### src/common/aux_route_pkg.sv
// Constants for the auxiliary route and termination pulse control block.
// Assumes a 200 MHz system clock and a 32-bit AXI4-Lite register port.
package aux_route_pkg;

   // ****************************************************************
   // Register byte offsets
   // ****************************************************************
   localparam logic [7:0] OFS_AUX_SWITCH_MODES    = 8'h00;
   localparam logic [7:0] OFS_RECEIVER_SETTINGS   = 8'h04;
   localparam logic [7:0] OFS_TERM_PULSE_SELECT_1 = 8'h08;
   localparam logic [7:0] OFS_TERM_PULSE_SELECT_2 = 8'h0c;
   localparam logic [7:0] OFS_TERM_STATUS         = 8'h10;

   // ****************************************************************
   // Field positions
   // ****************************************************************
   localparam int AUX_ENABLE_BIT   = 6;
   localparam int AUX_MODE_LSB     = 4;
   localparam int AUX_SELECT_LSB   = 0;
   localparam int TERM_ENABLE_BIT  = 0;
   localparam int STATUS_PULSE_BIT = 16;

   // ****************************************************************
   // Route modes
   // ****************************************************************
   localparam logic [1:0] MODE_QUAD    = 2'h0;
   localparam logic [1:0] MODE_DUAL    = 2'h1;
   localparam logic [1:0] MODE_SINGLE  = 2'h2;
   localparam logic [1:0] MODE_ILLEGAL = 2'h3;

   // ****************************************************************
   // Reset values
   // ****************************************************************
   localparam logic       RST_AUX_ENABLE  = 1'b1;
   localparam logic [1:0] RST_AUX_MODE    = 2'h0;
   localparam logic [3:0] RST_AUX_SELECT  = 4'h0;
   localparam logic       RST_TERM_ENABLE = 1'b1;
   localparam logic [7:0] RST_PULSE_SEL   = 8'h00;

   // ****************************************************************
   // Bus responses
   // ****************************************************************
   localparam logic [1:0] RESP_OKAY   = 2'h0;
   localparam logic [1:0] RESP_SLVERR = 2'h2;

   // ****************************************************************
   // Timing
   // ****************************************************************
   localparam int          CLK_HZ       = 200_000_000;
   localparam int          PULSE_MS     = 100;
   localparam logic [24:0] PULSE_CYCLES = 25'(PULSE_MS * (CLK_HZ / 1000));

endpackage

### src/aux_route_and_term_pulse_ctrl.sv
// Auxiliary route decode and input termination pulse control, AXI4-Lite slave.
// Assumes hs_source_select comes from logic on sys_clk; no synchroniser needed.
// Operation
// Two-bit mode picks quad 4:1, dual 8:1 or single 16:1 routing.
// A write of mode 11 is ignored; the previous mode stays.
// Quad mode: select bits 1:0 route all four channels of A..D.
// Dual mode: bit 2 picks A/C or B/D, bits 1:0 pick channel.
// Single mode: four-bit select picks one of sixteen channels A0..D3.
// Termination enable 0 disconnects every high speed input termination.
// Termination enable 1 connects terminations, pulses still apply per channel.
// Channel with pulse bit 0 stays connected across source switches.
// Channel with pulse bit 1 disconnects 100 ms per switch, then reconnects.
// Pulse bits 0-3 B0-B3, 4-7 A0-A3, 8-11 C3-C0, 12-15 D3-D0.
// Auxiliary enable 0 leaves every auxiliary channel disconnected.
// Any change of high speed source starts a clock-counted disconnect.
//
// Added by the designer: the address map and the AXI4-Lite register port.
`timescale 1ns/1ps
module aux_route_and_term_pulse_ctrl #(
   parameter logic [24:0] PULSE_CYCLES = aux_route_pkg::PULSE_CYCLES
) (
   // Clock and reset
   input  wire logic        sys_clk,
   input  wire logic        rst_n,
   // AXI4-Lite write
   input  wire logic [7:0]  s_axi_awaddr,
   input  wire logic        s_axi_awvalid,
   output logic             s_axi_awready,
   input  wire logic [31:0] s_axi_wdata,
   input  wire logic [3:0]  s_axi_wstrb,
   input  wire logic        s_axi_wvalid,
   output logic             s_axi_wready,
   output logic [1:0]       s_axi_bresp,
   output logic             s_axi_bvalid,
   input  wire logic        s_axi_bready,
   // AXI4-Lite read
   input  wire logic [7:0]  s_axi_araddr,
   input  wire logic        s_axi_arvalid,
   output logic             s_axi_arready,
   output logic [31:0]      s_axi_rdata,
   output logic [1:0]       s_axi_rresp,
   output logic             s_axi_rvalid,
   input  wire logic        s_axi_rready,
   // High speed source in use
   input  wire logic [3:0]  hs_source_select,
   // Switch controls, channel index source*4+n for A0..D3
   output logic [15:0]      aux_channel_on,
   output logic [1:0]       aux_route_mode,
   output logic [15:0]      term_connected
);

   // ****************************************************************
   // Registers
   // ****************************************************************
   logic        aux_enable_reg;
   logic [1:0]  aux_route_mode_reg;
   logic [3:0]  aux_source_select_reg;
   logic        input_term_enable_reg;
   logic [15:0] term_pulse_on_switch_reg;
   logic [15:0] aux_channel_on_reg;
   logic [15:0] aux_channel_on_next;
   logic [15:0] term_connected_reg;
   logic [15:0] pulse_chan_mask;
   logic [3:0]  hs_source_prev_reg;
   logic        pulse_active_reg;
   logic [24:0] pulse_cnt_reg;
   logic        source_switch;

   logic        aw_hold_reg;
   logic        aw_hold_next;
   logic        w_hold_reg;
   logic        w_hold_next;
   logic [7:0]  awaddr_reg;
   logic [31:0] wdata_reg;
   logic [3:0]  wstrb_reg;
   logic        do_write;
   logic        awready_reg;
   logic        wready_reg;
   logic        bvalid_reg;
   logic [1:0]  bresp_reg;
   logic        arready_reg;
   logic        rvalid_reg;
   logic [31:0] rdata_reg;
   logic [1:0]  rresp_reg;
   logic        wr_mapped;

   assign s_axi_awready  = awready_reg;
   assign s_axi_wready   = wready_reg;
   assign s_axi_bvalid   = bvalid_reg;
   assign s_axi_bresp    = bresp_reg;
   assign s_axi_arready  = arready_reg;
   assign s_axi_rvalid   = rvalid_reg;
   assign s_axi_rdata    = rdata_reg;
   assign s_axi_rresp    = rresp_reg;
   assign aux_channel_on = aux_channel_on_reg;
   assign aux_route_mode = aux_route_mode_reg;
   assign term_connected = term_connected_reg;

   // ****************************************************************
   // Write channel capture
   // ****************************************************************
   assign do_write = aw_hold_reg & w_hold_reg & ~bvalid_reg;
   always_comb begin
      aw_hold_next = aw_hold_reg;
      w_hold_next  = w_hold_reg;
      if (do_write) begin
         aw_hold_next = 1'b0;
         w_hold_next  = 1'b0;
      end else begin
         if (s_axi_awvalid && awready_reg) begin
            aw_hold_next = 1'b1;
         end
         if (s_axi_wvalid && wready_reg) begin
            w_hold_next = 1'b1;
         end
      end
   end

   always_ff @(posedge sys_clk or negedge rst_n) begin
      if (!rst_n) begin
         aw_hold_reg <= 1'b0;
         w_hold_reg  <= 1'b0;
         awready_reg <= 1'b0;
         wready_reg  <= 1'b0;
         awaddr_reg  <= 8'h00;
         wdata_reg   <= 32'h0000_0000;
         wstrb_reg   <= 4'h0;
      end else begin
         aw_hold_reg <= aw_hold_next;
         w_hold_reg  <= w_hold_next;
         awready_reg <= ~aw_hold_next;
         wready_reg  <= ~w_hold_next;
         if (s_axi_awvalid && awready_reg) begin
            awaddr_reg <= s_axi_awaddr;
         end
         if (s_axi_wvalid && wready_reg) begin
            wdata_reg <= s_axi_wdata;
            wstrb_reg <= s_axi_wstrb;
         end
      end
   end

   assign wr_mapped = (awaddr_reg == aux_route_pkg::OFS_AUX_SWITCH_MODES)
                    | (awaddr_reg == aux_route_pkg::OFS_RECEIVER_SETTINGS)
                    | (awaddr_reg == aux_route_pkg::OFS_TERM_PULSE_SELECT_1)
                    | (awaddr_reg == aux_route_pkg::OFS_TERM_PULSE_SELECT_2)
                    | (awaddr_reg == aux_route_pkg::OFS_TERM_STATUS);

   always_ff @(posedge sys_clk or negedge rst_n) begin
      if (!rst_n) begin
         bvalid_reg <= 1'b0;
         bresp_reg  <= aux_route_pkg::RESP_OKAY;
      end else if (do_write) begin
         bvalid_reg <= 1'b1;
         bresp_reg  <= wr_mapped ? aux_route_pkg::RESP_OKAY : aux_route_pkg::RESP_SLVERR;
      end else if (s_axi_bready) begin
         bvalid_reg <= 1'b0;
      end
   end

   // ****************************************************************
   // Configuration registers
   // ****************************************************************
   always_ff @(posedge sys_clk or negedge rst_n) begin
      if (!rst_n) begin
         aux_enable_reg           <= aux_route_pkg::RST_AUX_ENABLE;
         aux_route_mode_reg       <= aux_route_pkg::RST_AUX_MODE;
         aux_source_select_reg    <= aux_route_pkg::RST_AUX_SELECT;
         input_term_enable_reg    <= aux_route_pkg::RST_TERM_ENABLE;
         term_pulse_on_switch_reg <= {aux_route_pkg::RST_PULSE_SEL, aux_route_pkg::RST_PULSE_SEL};
      end else if (do_write && wstrb_reg[0]) begin
         case (awaddr_reg)
            aux_route_pkg::OFS_AUX_SWITCH_MODES: begin
               aux_enable_reg        <= wdata_reg[aux_route_pkg::AUX_ENABLE_BIT];
               aux_source_select_reg <= wdata_reg[aux_route_pkg::AUX_SELECT_LSB +: 4];
               // Illegal mode code leaves the mode as it was
               if (wdata_reg[aux_route_pkg::AUX_MODE_LSB +: 2] != aux_route_pkg::MODE_ILLEGAL) begin
                  aux_route_mode_reg <= wdata_reg[aux_route_pkg::AUX_MODE_LSB +: 2];
               end
            end
            aux_route_pkg::OFS_RECEIVER_SETTINGS: begin
               input_term_enable_reg <= wdata_reg[aux_route_pkg::TERM_ENABLE_BIT];
            end
            aux_route_pkg::OFS_TERM_PULSE_SELECT_1: begin
               term_pulse_on_switch_reg[7:0] <= wdata_reg[7:0];
            end
            aux_route_pkg::OFS_TERM_PULSE_SELECT_2: begin
               term_pulse_on_switch_reg[15:8] <= wdata_reg[7:0];
            end
            default: ;
         endcase
      end
   end

   // ****************************************************************
   // Read channel
   // ****************************************************************
   always_ff @(posedge sys_clk or negedge rst_n) begin
      if (!rst_n) begin
         arready_reg <= 1'b0;
         rvalid_reg  <= 1'b0;
         rdata_reg   <= 32'h0000_0000;
         rresp_reg   <= aux_route_pkg::RESP_OKAY;
      end else if (s_axi_arvalid && arready_reg) begin
         arready_reg <= 1'b0;
         rvalid_reg  <= 1'b1;
         rresp_reg   <= aux_route_pkg::RESP_OKAY;
         case (s_axi_araddr)
            aux_route_pkg::OFS_AUX_SWITCH_MODES: begin
               rdata_reg <= {25'h0, aux_enable_reg, aux_route_mode_reg, aux_source_select_reg};
            end
            aux_route_pkg::OFS_RECEIVER_SETTINGS: begin
               rdata_reg <= {31'h0, input_term_enable_reg};
            end
            aux_route_pkg::OFS_TERM_PULSE_SELECT_1: begin
               rdata_reg <= {24'h0, term_pulse_on_switch_reg[7:0]};
            end
            aux_route_pkg::OFS_TERM_PULSE_SELECT_2: begin
               rdata_reg <= {24'h0, term_pulse_on_switch_reg[15:8]};
            end
            aux_route_pkg::OFS_TERM_STATUS: begin
               rdata_reg <= {15'h0, pulse_active_reg, term_connected_reg};
            end
            default: begin
               rdata_reg <= 32'h0000_0000;
               rresp_reg <= aux_route_pkg::RESP_SLVERR;
            end
         endcase
      end else if (rvalid_reg) begin
         if (s_axi_rready) begin
            rvalid_reg  <= 1'b0;
            arready_reg <= 1'b1;
         end
      end else begin
         arready_reg <= 1'b1;
      end
   end

   // ****************************************************************
   // Auxiliary route decode
   // ****************************************************************
   always_comb begin
      aux_channel_on_next = 16'h0000;
      if (aux_enable_reg) begin
         case (aux_route_mode_reg)
            aux_route_pkg::MODE_QUAD: begin
               aux_channel_on_next = 16'h000f << {aux_source_select_reg[1:0], 2'b00};
            end
            aux_route_pkg::MODE_DUAL: begin
               // Lower lines from A or B, upper lines from C or D
               aux_channel_on_next = 16'h0101 << {aux_source_select_reg[2], aux_source_select_reg[1:0]};
            end
            aux_route_pkg::MODE_SINGLE: begin
               aux_channel_on_next = 16'h0001 << aux_source_select_reg;
            end
            default: begin
               aux_channel_on_next = 16'h0000;
            end
         endcase
      end
   end

   always_ff @(posedge sys_clk or negedge rst_n) begin
      if (!rst_n) begin
         aux_channel_on_reg <= 16'h0000;
      end else begin
         aux_channel_on_reg <= aux_channel_on_next;
      end
   end

   // ****************************************************************
   // Termination pulse control
   // ****************************************************************
   // Pulse select bits to channel order A0..D3
   always_comb begin
      pulse_chan_mask = 16'h0000;
      for (int k = 0; k < 4; k++) begin
         pulse_chan_mask[4 + k]  = term_pulse_on_switch_reg[k];
         pulse_chan_mask[k]      = term_pulse_on_switch_reg[4 + k];
         pulse_chan_mask[11 - k] = term_pulse_on_switch_reg[8 + k];
         pulse_chan_mask[15 - k] = term_pulse_on_switch_reg[12 + k];
      end
   end

   assign source_switch = (hs_source_select != hs_source_prev_reg);
   always_ff @(posedge sys_clk or negedge rst_n) begin
      if (!rst_n) begin
         hs_source_prev_reg <= 4'h0;
         pulse_active_reg   <= 1'b0;
         pulse_cnt_reg      <= 25'h0;
      end else begin
         hs_source_prev_reg <= hs_source_select;
         // A new switch restarts the full interval
         if (source_switch) begin
            pulse_active_reg <= 1'b1;
            pulse_cnt_reg    <= 25'h0;
         end else if (pulse_active_reg) begin
            if (pulse_cnt_reg == PULSE_CYCLES - 25'h1) begin
               pulse_active_reg <= 1'b0;
            end else begin
               pulse_cnt_reg <= pulse_cnt_reg + 25'h1;
            end
         end
      end
   end

   always_ff @(posedge sys_clk or negedge rst_n) begin
      if (!rst_n) begin
         term_connected_reg <= 16'h0000;
      end else if (!input_term_enable_reg) begin
         term_connected_reg <= 16'h0000;
      end else begin
         term_connected_reg <= ~(pulse_chan_mask & {16{pulse_active_reg}});
      end
   end
endmodule

### config.mk
export PLATFORM = sky130hd
export DESIGN_NAME = aux_route_and_term_pulse_ctrl
export DESIGN_NICKNAME = d
export VERILOG_FILES = /design/src/common/aux_route_pkg.sv /design/src/aux_route_and_term_pulse_ctrl.sv
export SDC_FILE = /design/constraint.sdc
export NUM_CORES = 1
export LEC_CHECK = 0
export ABC_CLOCK_PERIOD_IN_PS = 4150
export BUFFER_PORTS_ARGS = -buffer_cell sky130_fd_sc_hd__buf_2
export CORE_MARGIN = 5
export CORE_UTILIZATION = 45
export DETAILED_ROUTE_END_ITERATION = 16
export GPL_TIMING_DRIVEN = 0
export HOLD_SLACK_MARGIN = 0.03
export PLACE_DENSITY = 0.69
export SLEW_MARGIN = 20
export SYNTH_ARGS = -nofsm -noshare
export SYNTH_HDL_FRONTEND = slang
export SYNTH_SLANG_ARGS = --single-unit
### constraint.sdc
create_clock -name sys_clk -period 4.15 [get_ports sys_clk]
set_input_delay 0.6225 -clock sys_clk [delete_from_list [all_inputs] [get_ports sys_clk]]
set_output_delay 0.6225 -clock sys_clk [all_outputs]
set_load 0.01 [all_outputs]
### Word level (Yosys, flattened, before mapping)

Index checks and enable logic that the tools add are counted.

| word-level totals | value |
|---|---|
| register bits after elaboration | 146 |
| input port bits | 63 |
| output and inout port bits | 75 |
| logic and storage cells | 94 |

| operators by class | value |
|---|---|
| $add $sub $neg | 1 |
| equality and inequality tests | 15 |
| shifts and indexed selects | 3 |
| mux-type cells | 24 |
| bitwise operators | 11 |
| reductions and logical operators | 16 |

Operators by type and width:

| operator | number |
|---|---|
| $pmux 17 s5 | 1 |
| $mux 25 | 3 |
| $pmux 16 s3 | 1 |
| $eq 8x4->1 const B | 4 |
| $mux 16 | 2 |
| $add 25x1->25 const B | 1 |
| $eq 25x25->1 const B | 1 |
| $and 16x16->16 | 1 |
| $eq 8x3->1 const B | 2 |
| $eq 8x5->1 const B | 2 |
| $logic_not 8->1 | 2 |
| $not 16->16 | 1 |
| $shl 1x4->16 const A | 1 |
| $shl 4x4->16 const A | 1 |
| $shl 9x3->16 const A | 1 |
| $mux 1 | 15 |
| $reduce_and 2->1 | 5 |
| $reduce_or 5->1 | 1 |
| $logic_and 1x1->1 | 4 |
| $mux 2 | 2 |
| $ne 2x2->1 const B | 2 |
| $ne 4x4->1 | 1 |
| $or 1x1->1 | 4 |
| $reduce_bool 2->1 | 2 |
| 7 further kinds | 10 |

### Logic depth before layout (Yosys ltp)

| logic depth | value |
|---|---|
| depth after elaboration | 6 |
| mapped depth | 8 |
| gate-level depth less buffers | 6 |

### Least setup slack after synthesis

OpenSTA, ideal clock, no wires.

| timing | value |
|---|---|
| kind | input-to-reg |
| from | input port s_axi_araddr[3] |
| to | register rdata_reg[7] (netlist: s_axi_rdata[7]) |
| arrival time | 1.833 ns |
| path slack | 2.234 ns |
| stages on the path | 6 |
| path buffers | 2 |
| cells stage by stage | clkbuf_1 -> nor2_1 -> and4_1 -> clkbuf_1 -> a32oi_1 -> o21ai_0 |

| on the way | value |
|---|---|
| cells in the longest elaborated chain, start to end | 2 |
| elaborated cells between the ends (all ways) | 6 |
| classes of those cells | eq/ne (4); mux (1); reduce/logical (1) |

Ends and longest elaborated chain:

| element | line | text |
|---|---|---|
| start: declaration | aux_route_and_term_pulse_ctrl.sv:37 | `input wire logic [7:0] s_axi_araddr,` |
| $eq 8x5->1 (tied with other cells) | aux_route_and_term_pulse_ctrl.sv:208 | `case (s_axi_araddr)` |
| $pmux 17 s5 (*) | aux_route_and_term_pulse_ctrl.sv:208 |  |
| end signal: assignment | aux_route_and_term_pulse_ctrl.sv:210 | `rdata_reg <= {25'h0, aux_enable_reg, aux_route_mode_reg, aux_source_select_reg};` |
| end signal: assignment | aux_route_and_term_pulse_ctrl.sv:213 | `rdata_reg <= {31'h0, input_term_enable_reg};` |
| end signal: assignment | aux_route_and_term_pulse_ctrl.sv:216 | `rdata_reg <= {24'h0, term_pulse_on_switch_reg[7:0]};` |
| end: declaration | aux_route_and_term_pulse_ctrl.sv:83 | `logic [31:0] rdata_reg;` |

Every way passes the cells marked *; elsewhere a longest branch is shown, timed or not.
A chain may end at the register's enable or synchronous reset.

### Worst setup path after layout

| timing | value |
|---|---|
| from | register pulse_cnt_reg[8] |
| to | register pulse_cnt_reg[13] |

| on the way | value |
|---|---|
| cells in the longest elaborated chain, start to end | 4 |
| elaborated cells between the ends (all ways) | 7 |
| classes of those cells | add/sub (1); eq/ne (2); mux (3); reduce/logical (1) |

Ends and longest elaborated chain:

| element | line | text |
|---|---|---|
| start: declaration | aux_route_and_term_pulse_ctrl.sv:66 | `logic [24:0] pulse_cnt_reg;` |
| start signal: assignment | aux_route_and_term_pulse_ctrl.sv:301 | `pulse_cnt_reg <= pulse_cnt_reg + 25'h1;` |
| $add 25x1->25 | aux_route_and_term_pulse_ctrl.sv:301 |  |
| $mux 25 | aux_route_and_term_pulse_ctrl.sv:298 | `if (pulse_cnt_reg == PULSE_CYCLES - 25'h1) begin` |
| $mux 25 | aux_route_and_term_pulse_ctrl.sv:297 | `end else if (pulse_active_reg) begin` |
| $mux 25 | aux_route_and_term_pulse_ctrl.sv:294 | `if (source_switch) begin` |

Several ways; a longest one is shown, not always the timed one. The select of a mux whose other input is x is not followed.

==> flow_metrics.tcl <==
set metrics [dict create \
    status "completed" \
    cp_cell_sequence "clkbuf_2 > nor4b_1 > nand4_1 > o211ai_1 > o21ai_0 > a21oi_1" \
    cp_data_arrival_time_ns 2.52 \
    synth_fa_ha_area_share_pct 0.215 \
    cp.required_ns 4.48 \
    cts.sinks 129 \
    io_pins 138 \
    hold_buffers 0 \
    grt_overflow_total 0 \
    max_freq_mhz 457 \
    leakagePower_nw 3.35 \
    cts.path.max_buffers 2 \
    worstReg2RegEnd "pulse_cnt_reg[13]" \
    synth_flop_cell "dfrtp_1" \
    synthArstFlopShare_pct 100 \
    r2r_setup_slack_ns 1.96 \
    fp-row-count 41 \
    gp_congestion 0.898 \
    cap_violations 0 \
    hpwl_mm 9.48 \
    antenna_left 0 \
    fin_skew_ns 0.0178 \
    routedWlPerCell_um 15.6 \
    path_max_fanout 10 \
    period_needed_ns 2.19 \
    area_growth_pct 23.7 \
    muxShareOfSynthArea_pct 8.07 \
    rsz0062_at_grt "no" \
    cts_tree "built" \
    grt.total_usage_pct 18.5 \
    worstSetupStartpointType "register" \
    first_global_vias 4452 \
    diodes 0 \
    die_w_um 124 \
    cts_buffers 17 \
    yosys.area_share.xor_xnor_pct 2.55 \
    die-area_um2 15300 \
    num_vias 4486 \
    critical_path.endpoint_type "register" \
    vdd_drop_max_mv 0.294 \
    initial_core_util_pct 46.0 \
    coreArea_um2 12700 \
    largest_register_ffs 25 \
    yosys.area_share.simple_pct 16.0 \
    netlist_area_um2 5830 \
    first_iter_violations 215 \
    clk_pin_slew_worst_paths_ns 0.06 \
    hold_class "primary input to async pin" \
    synth_cells 541 \
    vias_per_cell 5.26 \
    avgSynthCellArea_um2 10.8 \
    dpl.cell_count 821 \
    place_area_um2 6600 \
    synth_edf_count 0 \
    drc 0 \
    finalSetupTns_ns 0 \
    ys_seq_area_share_pct 55.4 \
    synth_compound_area_share_pct 12.8 \
    cts_resized 0 \
    drtPass1Iterations 7 \
    path_class "register to register" \
    period_share_pct 52.7 \
    cts_setup_buffers 0 \
    setup_violations 0 \
    fin_area_um2 7210 \
    ys_seq_elements 129 \
    clk_latency_ns 0.42 \
    yosysWarnings 0 \
    grt_max_degree 83 \
    crit_path_top_delay_cell "o211ai_1" \
    synth_top_family_by_area "simple AND/OR/NAND/NOR gates" \
    slowest_delay_ns 0.64 \
    wl_mm 13.3 \
    r2r-start "pulse_cnt_reg[8]" \
    p_per_area_nw_per_um2 506 \
    drv_slew 0 \
    layout-drive-gt1-share_pct 28.6 \
    post-route-util_pct 56.9 \
    grt_pass1_wl_mm 22.0 \
    r2r_cells 6 \
    cts_root_buffer "clkbuf_16" \
    fin_nets 732 \
    antenna_found_initial 1 \
    io_buffers 91 \
    synth_cell_types 55 \
    htreeDepth 4 \
    final_cells 853 \
    tightest_slew_ns 0.876 \
    die_h_um 124 \
    relSlewSlack_pct 41.1 \
    hold_violations 0 \
]
cell type report:
type	count	area (um^2)
plain buffers	45	238
clock buffers	18	439
clock inverters	14	179
fillers	1081	5460
inverters	12	45.0
multi-input cells	371	2380
flip-flops and latches	129	3230
well taps	172	215
repair buffers	92	489
cells in the final DEF, fill, tap and decap left out, drive strengths merged, types with 11 or more instances in the layout:
| cell | n |
|---|---|
| o21ai | 29 |
| a21oi | 28 |
| clkbuf | 42 |
| inv | 16 |
| dfrtp | 127 |
| xnor2 | 13 |
| and2 | 11 |
| buf | 113 |
| conb | 17 |
| nor2 | 38 |
| mux2 | 40 |
| a21boi | 17 |
| nand2 | 51 |
| nand4 | 12 |
per-layer routing:
layer	vias up	share of wire (%)	global-route usage, %
met5	-	0.14	0
li1	2149	-	-
met1	2177	47	26.0
met4	2	2.1	7.68
met2	135	44	27.1
met3	23	6.7	5.13
kinds of logic (layout without fill, tap and decap cells):
logic type	Yosys count	in the layout
AOI/OAI and AO/OA	115	115
xor gates and xnor gates	17	17
adders and majority gates	1	1
buffers and inverters	57	181
DFF	129	129
muxes	42	42
other	1	17
and+or+nand+nor	179	179
synth_stat cells (all sizes together) (7+ instances only):
library cell	n	share of area [%]
nor4	8	1.1
dfrtp	127	54
a22oi	7	0.90
mux2	40	7.7
nand4	12	1.3
a21oi	28	2.4
nand2	51	3.3
nor3	8	0.69
a21boi	17	2.2
and2	11	1.2
nand3	9	0.86
nor2	38	2.4
xnor2	13	2.0
buf	21	2.5
or3	10	1.1
and3	8	0.86
clkbuf	24	1.6
inv	12	0.77
o21ai	29	2.5
worst max-delay path: cells and delay by family, from the launching register on:
family	cells	cell delay, ns
AO/OA/AOI/OAI	3	0.99
buffers and inverters	1	0.16
flip-flops	1	0.35
AND/OR/NAND/NOR	2	0.60
stage by stage:
step / worst slack (ns) / total power [mW] / hold slack (ns)
floorplan: 2.23 / 1.92 / 0.327
global placement: 0.820 / 2.11 / 0.456
detailed placement: 1.78 / 2.14 / 0.467
CTS: 1.96 / 3.69 / 0.138
global route: 1.67 / 3.84 / 0.157
finish: 1.96 / 3.65 / 0.125
power by group:
part | internal (mW) | total [mW] | switching (mW) | leakage [nW]
Clock | 0.968 | 1.54 | 0.571 | 0.294
Combinational | 0.247 | 0.524 | 0.277 | 1.34
Sequential | 1.43 | 1.59 | 0.156 | 1.72
Total | 2.65 | 3.65 | 1.00 | 3.35
worst max-delay path by stage:
stage,start,cells after the start,end,slack [ns]
after floorplan,s_axi_araddr[3],6,s_axi_rdata[7],2.23
after global placement,rst_n,1,s_axi_rdata[0],0.82
after detailed placement,s_axi_araddr[1],6,s_axi_rdata[4],1.78
after CTS,pulse_cnt_reg[8],6,pulse_cnt_reg[19],1.96
after global routing,pulse_cnt_reg[8],6,pulse_cnt_reg[13],1.67
final,pulse_cnt_reg[8],6,pulse_cnt_reg[13],1.96
No activity file was read; power rests on OpenSTA's default activity.
